`config.mk`:
```
export PLATFORM = sky130hd
export DESIGN_NAME = uief_top
export DESIGN_NICKNAME = d
export VERILOG_FILES = /design/src/inc/uief_pkg.sv /design/src/inc/uief_reg_if.sv /design/src/verilog/uief_top.sv /design/src/verilog/uief_sticky.sv /design/src/verilog/uief_axil_slave.sv
export SDC_FILE = /design/constraint.sdc
export NUM_CORES = 1
export LEC_CHECK = 0
export BUFFER_PORTS_ARGS = -buffer_cell sky130_fd_sc_hd__buf_2
export CAP_MARGIN = 0
export CORE_MARGIN = 8
export CORE_UTILIZATION = 46
export DETAILED_ROUTE_END_ITERATION = 10
export GPL_ROUTABILITY_DRIVEN = 0
export PLACE_DENSITY = 0.76
export REMOVE_ABC_BUFFERS = 1
export SETUP_SLACK_MARGIN = 0.15
export SYNTH_ARGS = -nofsm -noshare
export SYNTH_HDL_FRONTEND = slang
export SYNTH_SLANG_ARGS = --single-unit
```
`constraint.sdc`:
```
create_clock -name aclk -period 1.6 [get_ports aclk]
set_input_delay 0.24 -clock aclk [delete_from_list [all_inputs] [get_ports aclk]]
set_output_delay 0.24 -clock aclk [all_outputs]
set_load 0.02 [all_outputs]
```
`src/inc/uief_pkg.sv`:
```
package uief_pkg;

	// ---------------------------------------------------------------
	// Bus geometry.
	// ---------------------------------------------------------------
	localparam int unsigned AXI_ADDR_W = 8;
	localparam int unsigned AXI_DATA_W = 32;
	localparam int unsigned IDX_W      = 6;
	localparam int unsigned IDX_LSB    = 2;

	// Register indices; the byte address is four times the index.
	localparam logic [IDX_W-1:0] IDX_STATUS = 6'h0a;
	localparam logic [IDX_W-1:0] IDX_ENABLE = 6'h0b;
	localparam logic [IDX_W-1:0] IDX_FRAME  = 6'h0c;

	localparam logic [1:0] RESP_OKAY   = 2'h0;
	localparam logic [1:0] RESP_SLVERR = 2'h2;

	// ---------------------------------------------------------------
	// Field layout and reset values.
	// ---------------------------------------------------------------
	localparam int unsigned IRQ_W   = 8;
	localparam int unsigned FRAME_W = 11;
	localparam int unsigned FREG_W  = 16;

	localparam int unsigned BIT_SUSPEND = 0;
	localparam int unsigned BIT_RESUME  = 1;
	localparam int unsigned BIT_BABBLE  = 2;
	localparam int unsigned BIT_BUSRST  = 2;
	localparam int unsigned BIT_SOF     = 3;
	localparam int unsigned BIT_ATTACH  = 4;
	localparam int unsigned BIT_DETACH  = 5;

	localparam logic [IRQ_W-1:0]  IE_RESET     = 8'h06;
	localparam logic [IRQ_W-1:0]  STATUS_RESET = 8'h00;
	localparam logic [FRAME_W-1:0] FRAME_RESET = 11'h000;
	localparam logic [IRQ_W-1:0]  MASK_HOST    = 8'h3e;
	localparam logic [IRQ_W-1:0]  MASK_DEVICE  = 8'h2f;

endpackage

```
`src/inc/uief_reg_if.sv`:
```
`timescale 1ns/10ps

// Strobe-level register access between the bus slave and the registers.
interface uief_reg_if;
	import uief_pkg::*;
	logic                  wr_en;
	logic [IDX_W-1:0]      wr_idx;
	logic [AXI_DATA_W-1:0] wr_data;
	logic [3:0]            wr_strb;
	logic                  wr_hit;
	logic                  rd_en;
	logic [IDX_W-1:0]      rd_idx;
	logic [AXI_DATA_W-1:0] rd_data;
	logic                  rd_hit;

	modport slave (output wr_en, wr_idx, wr_data, wr_strb, rd_en, rd_idx,
		input wr_hit, rd_data, rd_hit);
	modport regs (input wr_en, wr_idx, wr_data, wr_strb, rd_en, rd_idx,
		output wr_hit, rd_data, rd_hit);
endinterface

```
`src/verilog/uief_top.sv`:
```
// The implementer's own choice: the AXI4-Lite interface to the registers.
`timescale 1ns/10ps

module uief_top
	import uief_pkg::*;
(
	input  wire logic                  aclk,         // System clock, 25 MHz.
	input  wire logic                  aresetn,      // Synchronous reset, active low.
	input  wire logic [AXI_ADDR_W-1:0] awaddr,       // Write address.
	input  wire logic                  awvalid,      // Write address valid.
	output logic                       awready,      // Write address ready.
	input  wire logic [AXI_DATA_W-1:0] wdata,        // Write data.
	input  wire logic [3:0]            wstrb,        // Write byte enables.
	input  wire logic                  wvalid,       // Write data valid.
	output logic                       wready,       // Write data ready.
	output logic [1:0]                 bresp,        // Write response.
	output logic                       bvalid,       // Write response valid.
	input  wire logic                  bready,       // Write response ready.
	input  wire logic [AXI_ADDR_W-1:0] araddr,       // Read address.
	input  wire logic                  arvalid,      // Read address valid.
	output logic                       arready,      // Read address ready.
	output logic [AXI_DATA_W-1:0]      rdata,        // Read data.
	output logic [1:0]                 rresp,        // Read response.
	output logic                       rvalid,       // Read data valid.
	input  wire logic                  rready,       // Read data ready.
	input  wire logic                  host_mode,    // High in host mode.
	input  wire logic                  evt_suspend,  // Suspend seen, pulse.
	input  wire logic                  evt_resume,   // Resume seen, pulse.
	input  wire logic                  evt_babble,   // Babble seen, pulse.
	input  wire logic                  evt_bus_rst,  // Bus reset seen, pulse.
	input  wire logic                  evt_sof,      // Frame start, pulse.
	input  wire logic                  attach_event, // Attach seen, pulse.
	input  wire logic                  detach_event, // Detach seen, pulse.
	input  wire logic                  sof_sent,     // Frame start sent, pulse.
	input  wire logic                  frame_valid,  // Frame number received.
	input  wire logic [FRAME_W-1:0]    frame_num,    // Received frame number.
	output logic                       irq           // Interrupt request.
);

	// ---------------------------------------------------------------
	// Declarations.
	// ---------------------------------------------------------------
	uief_reg_if bus ();

	logic [IRQ_W-1:0]   bus_irq_enable_reg;
	logic [IRQ_W-1:0]   enable_view;
	logic [IRQ_W-1:0]   bus_irq_status_reg;
	logic [IRQ_W-1:0]   status_set;
	logic [IRQ_W-1:0]   status_clr;
	logic [IRQ_W-1:0]   mode_mask;
	logic [IRQ_W-1:0]   raw_events;
	logic [IRQ_W-1:0]   pending;
	logic [FRAME_W-1:0] frame_count;
	logic [FREG_W-1:0]  frame_number_reg;
	logic               first_sof_done;
	logic               babble_ok;
	logic               enable_write;
	logic               status_read;

	// ---------------------------------------------------------------
	// Bus slave.
	// ---------------------------------------------------------------

	// The slave answers every access; unmapped ones get an error response.
	uief_axil_slave u_slave (
		.aclk    (aclk),
		.aresetn (aresetn),
		.awaddr  (awaddr),
		.awvalid (awvalid),
		.awready (awready),
		.wdata   (wdata),
		.wstrb   (wstrb),
		.wvalid  (wvalid),
		.wready  (wready),
		.bresp   (bresp),
		.bvalid  (bvalid),
		.bready  (bready),
		.araddr  (araddr),
		.arvalid (arvalid),
		.arready (arready),
		.rdata   (rdata),
		.rresp   (rresp),
		.rvalid  (rvalid),
		.rready  (rready),
		.bus     (bus.slave)
	);

	// ---------------------------------------------------------------
	// Mode layout.
	// ---------------------------------------------------------------

	// The writable bits depend on the mode the controller is in now.
	always_comb
	begin
		if (host_mode)
			mode_mask = MASK_HOST;
		else
			mode_mask = MASK_DEVICE;
	end

	// ---------------------------------------------------------------
	// Enable register.
	// ---------------------------------------------------------------

	// Only byte lane 0 carries the enable bits.
	assign enable_write = bus.wr_en && (bus.wr_idx == IDX_ENABLE) && bus.wr_strb[0];

	// Bits outside the current layout keep their value on a write.
	always_ff @(posedge aclk)
	begin
		if (!aresetn)
			bus_irq_enable_reg <= IE_RESET;
		else if (enable_write)
			bus_irq_enable_reg <= (bus_irq_enable_reg & ~mode_mask)
				| (bus.wr_data[IRQ_W-1:0] & mode_mask);
	end

	// Reserved positions of the current mode read back as zero.
	assign enable_view = bus_irq_enable_reg & mode_mask;

	// ---------------------------------------------------------------
	// Status flags.
	// ---------------------------------------------------------------

	// Babble stays quiet until the host has sent its first frame start.
	always_ff @(posedge aclk)
	begin
		if (!aresetn)
			first_sof_done <= 1'b0;
		else if (host_mode && sof_sent)
			first_sof_done <= 1'b1;
	end

	assign babble_ok = host_mode && first_sof_done;

	// Bit 2 is babble in host mode and bus reset in device mode.
	always_comb
	begin
		raw_events = STATUS_RESET;
		raw_events[BIT_SUSPEND] = evt_suspend;
		raw_events[BIT_RESUME]  = evt_resume;
		raw_events[BIT_SOF]     = evt_sof;
		raw_events[BIT_ATTACH]  = attach_event;
		raw_events[BIT_DETACH]  = detach_event;
		if (host_mode)
			raw_events[BIT_BABBLE] = evt_babble && babble_ok;
		else
			raw_events[BIT_BUSRST] = evt_bus_rst;
	end

	assign status_set = raw_events & mode_mask;

	// Reading the status register clears it; a new event in that cycle stays.
	assign status_read = bus.rd_en && (bus.rd_idx == IDX_STATUS);
	assign status_clr  = status_read ? ~STATUS_RESET : STATUS_RESET;

	uief_sticky #(
		.W (IRQ_W)
	) u_status (
		.aclk    (aclk),
		.aresetn (aresetn),
		.set     (status_set),
		.clr     (status_clr),
		.q       (bus_irq_status_reg)
	);

	// ---------------------------------------------------------------
	// Interrupt request.
	// ---------------------------------------------------------------

	// Each flag reaches the request only through its own enable bit.
	assign pending = bus_irq_status_reg & enable_view;
	// Bit 2 follows the layout of the mode, babble or bus reset.

	// Registered so the interrupt line is glitch free.
	always_ff @(posedge aclk)
	begin
		if (!aresetn)
			irq <= 1'b0;
		else
			irq <= |pending;
	end

	// ---------------------------------------------------------------
	// Frame number.
	// ---------------------------------------------------------------

	// Holds the most recent frame number until the next one arrives.
	always_ff @(posedge aclk)
	begin
		if (!aresetn)
			frame_count <= FRAME_RESET;
		else if (frame_valid)
			frame_count <= frame_num;
	end

	// Upper bits are tied off so they can never read other than zero.
	assign frame_number_reg = {{(FREG_W-FRAME_W){1'b0}}, frame_count};

	// ---------------------------------------------------------------
	// Read and write decode.
	// ---------------------------------------------------------------

	// Writes to the read-only registers are accepted and dropped.
	always_comb
	begin
		case (bus.wr_idx)
			IDX_STATUS: bus.wr_hit = 1'b1;
			IDX_ENABLE: bus.wr_hit = 1'b1;
			IDX_FRAME:  bus.wr_hit = 1'b1;
			default:    bus.wr_hit = 1'b0;
		endcase
	end

	// Narrow registers sit in the low bits; the rest read zero.
	always_comb
	begin
		bus.rd_data = '0;
		bus.rd_hit  = 1'b1;
		case (bus.rd_idx)
			IDX_STATUS: bus.rd_data[IRQ_W-1:0]  = bus_irq_status_reg;
			IDX_ENABLE: bus.rd_data[IRQ_W-1:0]  = enable_view;
			IDX_FRAME:  bus.rd_data[FREG_W-1:0] = frame_number_reg;
			default:    bus.rd_hit = 1'b0;
		endcase
	end
endmodule // uief_top

```
`src/verilog/uief_sticky.sv`:
```
`timescale 1ns/10ps

// Sticky flag array; a set arriving with a clear wins.
module uief_sticky
	import uief_pkg::*;
#(
	parameter int unsigned W = 8
)(
	input  wire logic         aclk,    // System clock.
	input  wire logic         aresetn, // Synchronous reset, active low.
	input  wire logic [W-1:0] set,     // Set pulses.
	input  wire logic [W-1:0] clr,     // Clear pulses.
	output logic      [W-1:0] q        // Flag state.
);

	// Flags hold until cleared.
	always_ff @(posedge aclk)
	begin
		if (!aresetn)
			q <= '0;
		else
			q <= (q & ~clr) | set;
	end

endmodule // uief_sticky

```
`src/verilog/uief_axil_slave.sv`:
```
`timescale 1ns/10ps

// AXI4-Lite slave turning channel handshakes into register strobes.
module uief_axil_slave
	import uief_pkg::*;
(
	input  wire logic                  aclk,    // System clock.
	input  wire logic                  aresetn, // Synchronous reset, active low.
	input  wire logic [AXI_ADDR_W-1:0] awaddr,  // Write address.
	input  wire logic                  awvalid, // Write address valid.
	output logic                       awready, // Write address ready.
	input  wire logic [AXI_DATA_W-1:0] wdata,   // Write data.
	input  wire logic [3:0]            wstrb,   // Write byte enables.
	input  wire logic                  wvalid,  // Write data valid.
	output logic                       wready,  // Write data ready.
	output logic [1:0]                 bresp,   // Write response.
	output logic                       bvalid,  // Write response valid.
	input  wire logic                  bready,  // Write response ready.
	input  wire logic [AXI_ADDR_W-1:0] araddr,  // Read address.
	input  wire logic                  arvalid, // Read address valid.
	output logic                       arready, // Read address ready.
	output logic [AXI_DATA_W-1:0]      rdata,   // Read data.
	output logic [1:0]                 rresp,   // Read response.
	output logic                       rvalid,  // Read data valid.
	input  wire logic                  rready,  // Read data ready.
	uief_reg_if.slave                  bus      // Register strobes.
);

	logic                  aw_full;
	logic                  w_full;
	logic [IDX_W-1:0]      aw_idx;
	logic [AXI_DATA_W-1:0] w_data;
	logic [3:0]            w_strb;

	// Each channel is taken on its own; no new write until the response goes.
	assign awready = !aw_full && !bvalid;
	assign wready  = !w_full && !bvalid;
	assign arready = !rvalid;

	assign bus.wr_en   = aw_full && w_full && !bvalid;
	assign bus.wr_idx  = aw_idx;
	assign bus.wr_data = w_data;
	assign bus.wr_strb = w_strb;
	assign bus.rd_en   = arvalid && arready;
	assign bus.rd_idx  = araddr[AXI_ADDR_W-1:IDX_LSB];

	// Write address and data holding.
	always_ff @(posedge aclk)
	begin
		if (!aresetn)
		begin
			aw_full <= 1'b0;
			w_full  <= 1'b0;
			aw_idx  <= '0;
			w_data  <= '0;
			w_strb  <= '0;
		end
		else
		begin
			if (awvalid && awready)
			begin
				aw_full <= 1'b1;
				aw_idx  <= awaddr[AXI_ADDR_W-1:IDX_LSB];
			end
			else if (bus.wr_en)
				aw_full <= 1'b0;
			if (wvalid && wready)
			begin
				w_full <= 1'b1;
				w_data <= wdata;
				w_strb <= wstrb;
			end
			else if (bus.wr_en)
				w_full <= 1'b0;
		end
	end

	// Write response, raised the cycle after the strobe.
	always_ff @(posedge aclk)
	begin
		if (!aresetn)
		begin
			bvalid <= 1'b0;
			bresp  <= RESP_OKAY;
		end
		else if (bus.wr_en)
		begin
			bvalid <= 1'b1;
			bresp  <= bus.wr_hit ? RESP_OKAY : RESP_SLVERR;
		end
		else if (bready)
			bvalid <= 1'b0;
	end

	// Read data is registered so it holds while rready is low.
	always_ff @(posedge aclk)
	begin
		if (!aresetn)
		begin
			rvalid <= 1'b0;
			rdata  <= '0;
			rresp  <= RESP_OKAY;
		end
		else if (bus.rd_en)
		begin
			rvalid <= 1'b1;
			rdata  <= bus.rd_data;
			rresp  <= bus.rd_hit ? RESP_OKAY : RESP_SLVERR;
		end
		else if (rready)
			rvalid <= 1'b0;
	end

endmodule // uief_axil_slave

```
==> results.sh, run 1 <==
export IMPL_p_leak_nw=1.45
export IMPL_path_cells="or3b_4 > nor3_4 > mux2i_1"
export IMPL_cts_root_buffer="clkbuf_8"
export IMPL_cp_top_family="simple AND/OR/NAND/NOR gates"
export IMPL_fillers=520
export IMPL_final_cell_mix="buf_2, dfxtp_1, nor2_1, mux2i_1, conb_1"
export IMPL_syn_area_per_cell_um2=9.23
export IMPL_worstPathArrival_ns=1.64
export IMPL_syn_inst=280
export IMPL_wire_per_inst_um=14.5
export IMPL_cts_sinks=57
export IMPL_slew_viol_final=0
export IMPL_max_freq_ghz=0.723
export IMPL_clockBufferDepth=2
export IMPL_worstPathMaxFanout=4
export IMPL_die_y_um=91.0
export IMPL_antenna_cells=0
export IMPL_clkSlewWorstSetupHoldPaths_ns=0.06
export IMPL_drc_errors=0
export IMPL_grt_usage_pct=14.7
export IMPL_core_area_um2=5470
export IMPL_synth_seq_cells=57
export IMPL_ys_seq_area_share_pct=44.1
export IMPL_finalSetupTns_ns=0
export IMPL_peakVddDrop_uv=719
export IMPL_total_power_mw=3.28
export IMPL_finalClockSkew_ns=0.00760
export IMPL_post_cts_buffers=0
export IMPL_worst_path_max_delay_cell="or3b_4"
export IMPL_worstSkewPairLatency_ns=0.33
export IMPL_htree_num_levels=3
export IMPL_syn_to_final_growth_pct=20.8
export IMPL_min_period_ns=1.38
export IMPL_die_width_um=91.0
export IMPL_powerDensity_nw_per_um2=1050
export IMPL_utilization_pct=57.1
export IMPL_synth_edf_count=0
export IMPL_place_ws_ns=0.223
export IMPL_numPortBuffers=65
export IMPL_layout_drive_gt1_share_pct=28.8
export IMPL_maxSlewHeadroom_pct=65.8
export IMPL_ys_dominant_reg_cell="dfxtp_1"
export IMPL_holdCritPathClass="input pin to flop"
export IMPL_drt_iter0_drc=79
export IMPL_yosysWarnings=0
export IMPL_syn_cell_area_um2=2580
export IMPL_critical_path_class="flop to flop"
export IMPL_vias=2110
export IMPL_top_regs="frame_count: 11 flops, u_slave.rdata: 11 flops, u_status.q: 8 flops"
export IMPL_async_reset_ff_share_pct=0
export IMPL_status="finished, final reports clean"
export IMPL_worst_pin_slew_ns=0.510
export IMPL_finalCritPeriodShare_pct=86.5
export IMPL_cts_buffers=9
export IMPL_layout_commonest_cell="buf_2"
export IMPL_initial_core_util_pct=47.2
export IMPL_postRouteAntennaNets=0
export IMPL_max_stage_delay_ns=0.42
export IMPL_die_area_um2=8270
export IMPL_drt_pass1_iterations=4
export IMPL_layout_setup_ws_ns=0.216
export IMPL_crit_required_ns=1.85
export IMPL_rsz0062_at_grt="no"
export IMPL_regArea_um2=1140
export IMPL_end_kind="flop"
export IMPL_cap_violations=0
export IMPL_startpoint_type="flop"
export IMPL_num_rows=27
export IMPL_viasPerCell=4.99
export IMPL_crit_buf_inv=0
export IMPL_finalHoldViolations=0
export IMPL_antenna_found_initial=0
export IMPL_routed_wl_um=6120
export IMPL_cts_tree="yes"
export IMPL_nets=427
export IMPL_grt_pass1_vias=2178
export IMPL_grt_max_degree=24
export IMPL_overflow=0
export IMPL_hpwl_um=4470
export IMPL_setup_violations=0
export IMPL_multi_input_area_um2=1280
export IMPL_grt_first_pass_wirelength_um=10000
export IMPL_ys_types=37
export IMPL_pin_count=122
-- logic make-up after synthesis --
logic type | Yosys count | share of synthesized area [%]
simple gates | 112 | 23.7
flops | 57 | 44.1
buf+inv | 44 | 10.2
mux | 35 | 13.7
compound gates | 31 | 8.13
other cells | 1 | 0.145
-- metal layers --
layer  vias up  GRT usage, %  share of wire, %
met5         -             0                 0
met4         0          4.77               1.2
met3         6          8.31                10
met2        73          23.2                44
met1       958          16.5                45
li1       1073             -                 -
-- power breakdown --
part           internal, mW  total (mW)  switching [mW]
Combinational         0.173       0.418           0.245
Sequential             1.49        1.53          0.0457
Clock                 0.790        1.33           0.537
-- area by class of cell --
cell class,instances,share of cell area (%)
sequential,57,36.5
clock inverter,3,1.28
tap,72,2.88
clock buffer,12,4.97
multi-input combinational,201,41.1
timing repair buffer,75,12.8
inverter,3,0.361
-- path summary, 6_finish.rpt --
path / to / slack [ns] / from / cells past startpoint
min: u_status.q[1]$_SDFF_PN0_ / 0.11 / evt_resume / 2
min reg2reg: u_slave.rdata[8]$_SDFFE_PN0P_ / 0.45 / u_slave.rdata[8]$_SDFFE_PN0P_ / 2
max: bus_irq_enable_reg[2]$_SDFFE_PN1P_ / 0.22 / u_slave.bus.wr_idx[3]$_SDFFE_PN0P_ / 3
max reg2reg: bus_irq_enable_reg[2]$_SDFFE_PN1P_ / 0.22 / u_slave.bus.wr_idx[3]$_SDFFE_PN0P_ / 3
-- through the flow --
stage | hold WS (ns) | std cells | instance area (um2)
after floorplan | 0.357 | 261 | 2420
after global placement | 0.436 | 408 | 2910
after detailed placement | 0.448 | 408 | 2910
after CTS | 0.100 | 423 | 3100
after global routing | 0.106 | 423 | 3120
final | 0.114 | 423 | 3120
-- cells in the mapped netlist (2+ instances only) --
library cell | n | area, um2
a22oi_1 | 2 | 15.0
and3b_1 | 2 | 17.5
buf_1 | 6 | 22.5
nand2b_1 | 5 | 31.3
nand2_1 | 14 | 52.6
clkbuf_1 | 3 | 11.3
a31oi_1 | 3 | 18.8
and3_1 | 5 | 31.3
o2111ai_1 | 2 | 17.5
nand4_1 | 15 | 93.8
buf_2 | 9 | 45.0
mux2_2 | 4 | 45.0
buf_4 | 23 | 173
nor3b_1 | 2 | 15.0
o21a_1 | 6 | 45.0
nor4_1 | 2 | 12.5
mux2i_1 | 31 | 310
dfxtp_1 | 57 | 1140
a21boi_1 | 6 | 45.0
o21ai_0 | 2 | 10.0
inv_1 | 2 | 7.51
nand4b_1 | 2 | 17.5
a21oi_1 | 8 | 40.0
nand3_1 | 16 | 80.1
nor2b_1 | 7 | 43.8
nor2_1 | 35 | 131
-- timing repair --
action | CTS | global route
endpoints found under the hold margin | 0 | 0
setup endpoints to repair | 0 | 4
resized for setup | 0 | 3
hold buffers | 0 | 0
Note: power is estimated with default switching activity, not from simulation.
==> run 2: changes to the inputs <==
--- a/config.mk
+++ b/config.mk
@@ -7,8 +7,10 @@
 export LEC_CHECK = 0
 export BUFFER_PORTS_ARGS = -buffer_cell sky130_fd_sc_hd__buf_2
 export CAP_MARGIN = 0
+export CELL_PAD_IN_SITES_DETAIL_PLACEMENT = 1
+export CELL_PAD_IN_SITES_GLOBAL_PLACEMENT = 1
 export CORE_MARGIN = 8
-export CORE_UTILIZATION = 46
+export CORE_UTILIZATION = 33
 export DETAILED_ROUTE_END_ITERATION = 10
 export GPL_ROUTABILITY_DRIVEN = 0
 export PLACE_DENSITY = 0.76
==> results.sh, run 2 (same netlist as run 1, synthesis figures left out) <==
export IMPL_min_period_ns=1.37
export IMPL_worstSkewPairLatency_ns=0.33
export IMPL_grt_pass1_vias=2332
export IMPL_path_cells="or3b_4 > nor3_4 > mux2i_1"
export IMPL_top_regs="frame_count: 11 flops, u_slave.rdata: 11 flops, u_status.q: 8 flops"
export IMPL_syn_to_final_growth_pct=22.6
export IMPL_worstPathArrival_ns=1.62
export IMPL_utilization_pct=41.4
export IMPL_vias=2148
export IMPL_die_width_um=105
export IMPL_finalCritPeriodShare_pct=85.5
export IMPL_clockBufferDepth=2
export IMPL_holdCritPathClass="input pin to flop"
export IMPL_startpoint_type="flop"
export IMPL_wire_per_inst_um=14.8
export IMPL_finalSetupTns_ns=0
export IMPL_grt_usage_pct=12.6
export IMPL_finalNonFillerCells=454
export IMPL_grt_busiest_layer="met2"
export IMPL_layout_commonest_cell="buf_2"
export IMPL_crit_required_ns=1.85
export IMPL_finalClockSkew_ns=0.00703
export IMPL_max_freq_ghz=0.731
export IMPL_layout_drive_gt1_share_pct=29.3
export IMPL_met2_usage_pct=20.8
export IMPL_powerDensity_nw_per_um2=1040
export IMPL_initial_core_util_pct=33.8
export IMPL_rsz0062_at_grt="no"
export IMPL_slew_viol_final=0
export IMPL_grt_max_degree=38
export IMPL_numPortBuffers=65
export IMPL_pin_count=122
export IMPL_crit_buf_inv=0
export IMPL_die_area_um2=10900
export IMPL_drt_pass1_iterations=4
export IMPL_p_leak_nw=1.46
export IMPL_cap_violations=0
export IMPL_final_cell_mix="buf_2, dfxtp_1, nor2_1, mux2i_1, conb_1"
export IMPL_use_met1_pct=14.2
export IMPL_overflow=0
export IMPL_total_power_mw=3.29
export IMPL_finalHoldViolations=0
export IMPL_peakVddDrop_uv=520
export IMPL_core_area_um2=7650
export IMPL_htree_num_levels=3
export IMPL_worst_pin_slew_ns=0.660
export IMPL_grt_first_pass_wirelength_um=11400
export IMPL_cts_tree="yes"
export IMPL_antenna_found_initial=0
export IMPL_hpwl_um=5150
export IMPL_max_stage_delay_ns=0.44
export IMPL_status="finished, final reports clean"
export IMPL_cts_sinks=57
export IMPL_worst_path_max_delay_cell="or3b_4"
export IMPL_antenna_cells=0
export IMPL_postRouteAntennaNets=0
export IMPL_routed_wl_um=6740
export IMPL_cts_root_buffer="clkbuf_8"
export IMPL_viasPerCell=4.73
export IMPL_critical_path_class="flop to flop"
export IMPL_setup_violations=0
export IMPL_end_kind="flop"
export IMPL_die_y_um=105
export IMPL_cts_buffers=9
export IMPL_drc_errors=0
export IMPL_num_rows=32
export IMPL_post_cts_buffers=0
export IMPL_clkSlewWorstSetupHoldPaths_ns=0.06
export IMPL_nets=428
export IMPL_cp_top_family="simple AND/OR/NAND/NOR gates"
export IMPL_worstPathMaxFanout=4
export IMPL_maxSlewHeadroom_pct=56.0
export IMPL_place_inst=439
export IMPL_drt_iter0_drc=44
export IMPL_rrSetupSlack_ns=0.23
export IMPL_grt_util_met3_pct=6.13
run 2: cell types whose count changed in the layout (fill, tap and decap cells not counted):
cell / before / now
buf_4: 10 / 11
dfxtp_1: 57 / 56
dfxtp_2: 0 / 1
run 2: cell type report:
class | instances | area [um2]
clock buffers | 12 | 155
fillers | 933 | 4480
flip-flops and latches | 57 | 1140
multi-input cells | 201 | 1280
repair buffers | 76 | 408
well taps | 102 | 128
clock inverters | 3 | 40.0
inverters | 3 | 11.3
run 2: what timing repair did:
action                     in CTS  in global routing
pin swaps                       0                  1
resized for setup               1                  3
hold endpoints to repair        0                  0
setup endpoints to repair       1                  6
hold buffers                    0                  0
run 2: report_power, final:
part           switching (mW)  total (mW)  internal (mW)
combinational           0.252       0.427          0.175
clock                   0.533        1.32          0.790
sequential             0.0477        1.54           1.49
total                   0.832        3.29           2.45
run 2: metrics by stage:
| step | cell area (um2) | hold WS [ns] | setup WS (ns) |
|---|---|---|---|
| 2_1_floorplan | 2420 | 0.357 | -0.102 |
| 3_3_place_gp | 2950 | 0.437 | 0.241 |
| 3_5_place_dp | 2950 | 0.445 | 0.140 |
| 4_1_cts | 3150 | 0.106 | 0.163 |
| 5_1_grt | 3170 | 0.111 | 0.151 |
| 6_report | 3170 | 0.128 | 0.232 |
run 2: path summary, 6_finish.rpt:
check | startpoint | endpoint | cells after the start
worst max-delay path | u_slave.bus.wr_idx[4]$_SDFFE_PN0P_ | bus_irq_enable_reg[3]$_SDFFE_PN0P_ | 3
worst min-delay path | evt_resume | u_status.q[1]$_SDFF_PN0_ | 2
worst max register to register | u_slave.bus.wr_idx[4]$_SDFFE_PN0P_ | bus_irq_enable_reg[3]$_SDFFE_PN0P_ | 3
worst min register to register | u_slave.rdata[9]$_SDFFE_PN0P_ | u_slave.rdata[9]$_SDFFE_PN0P_ | 2
run 2: layer usage:
metal  routed length (um)  up-vias
li1                     -     1065
met1                 3000     1005
met2                 3140       69
met3                  550        9
met4                   50        0
met5                    0        -
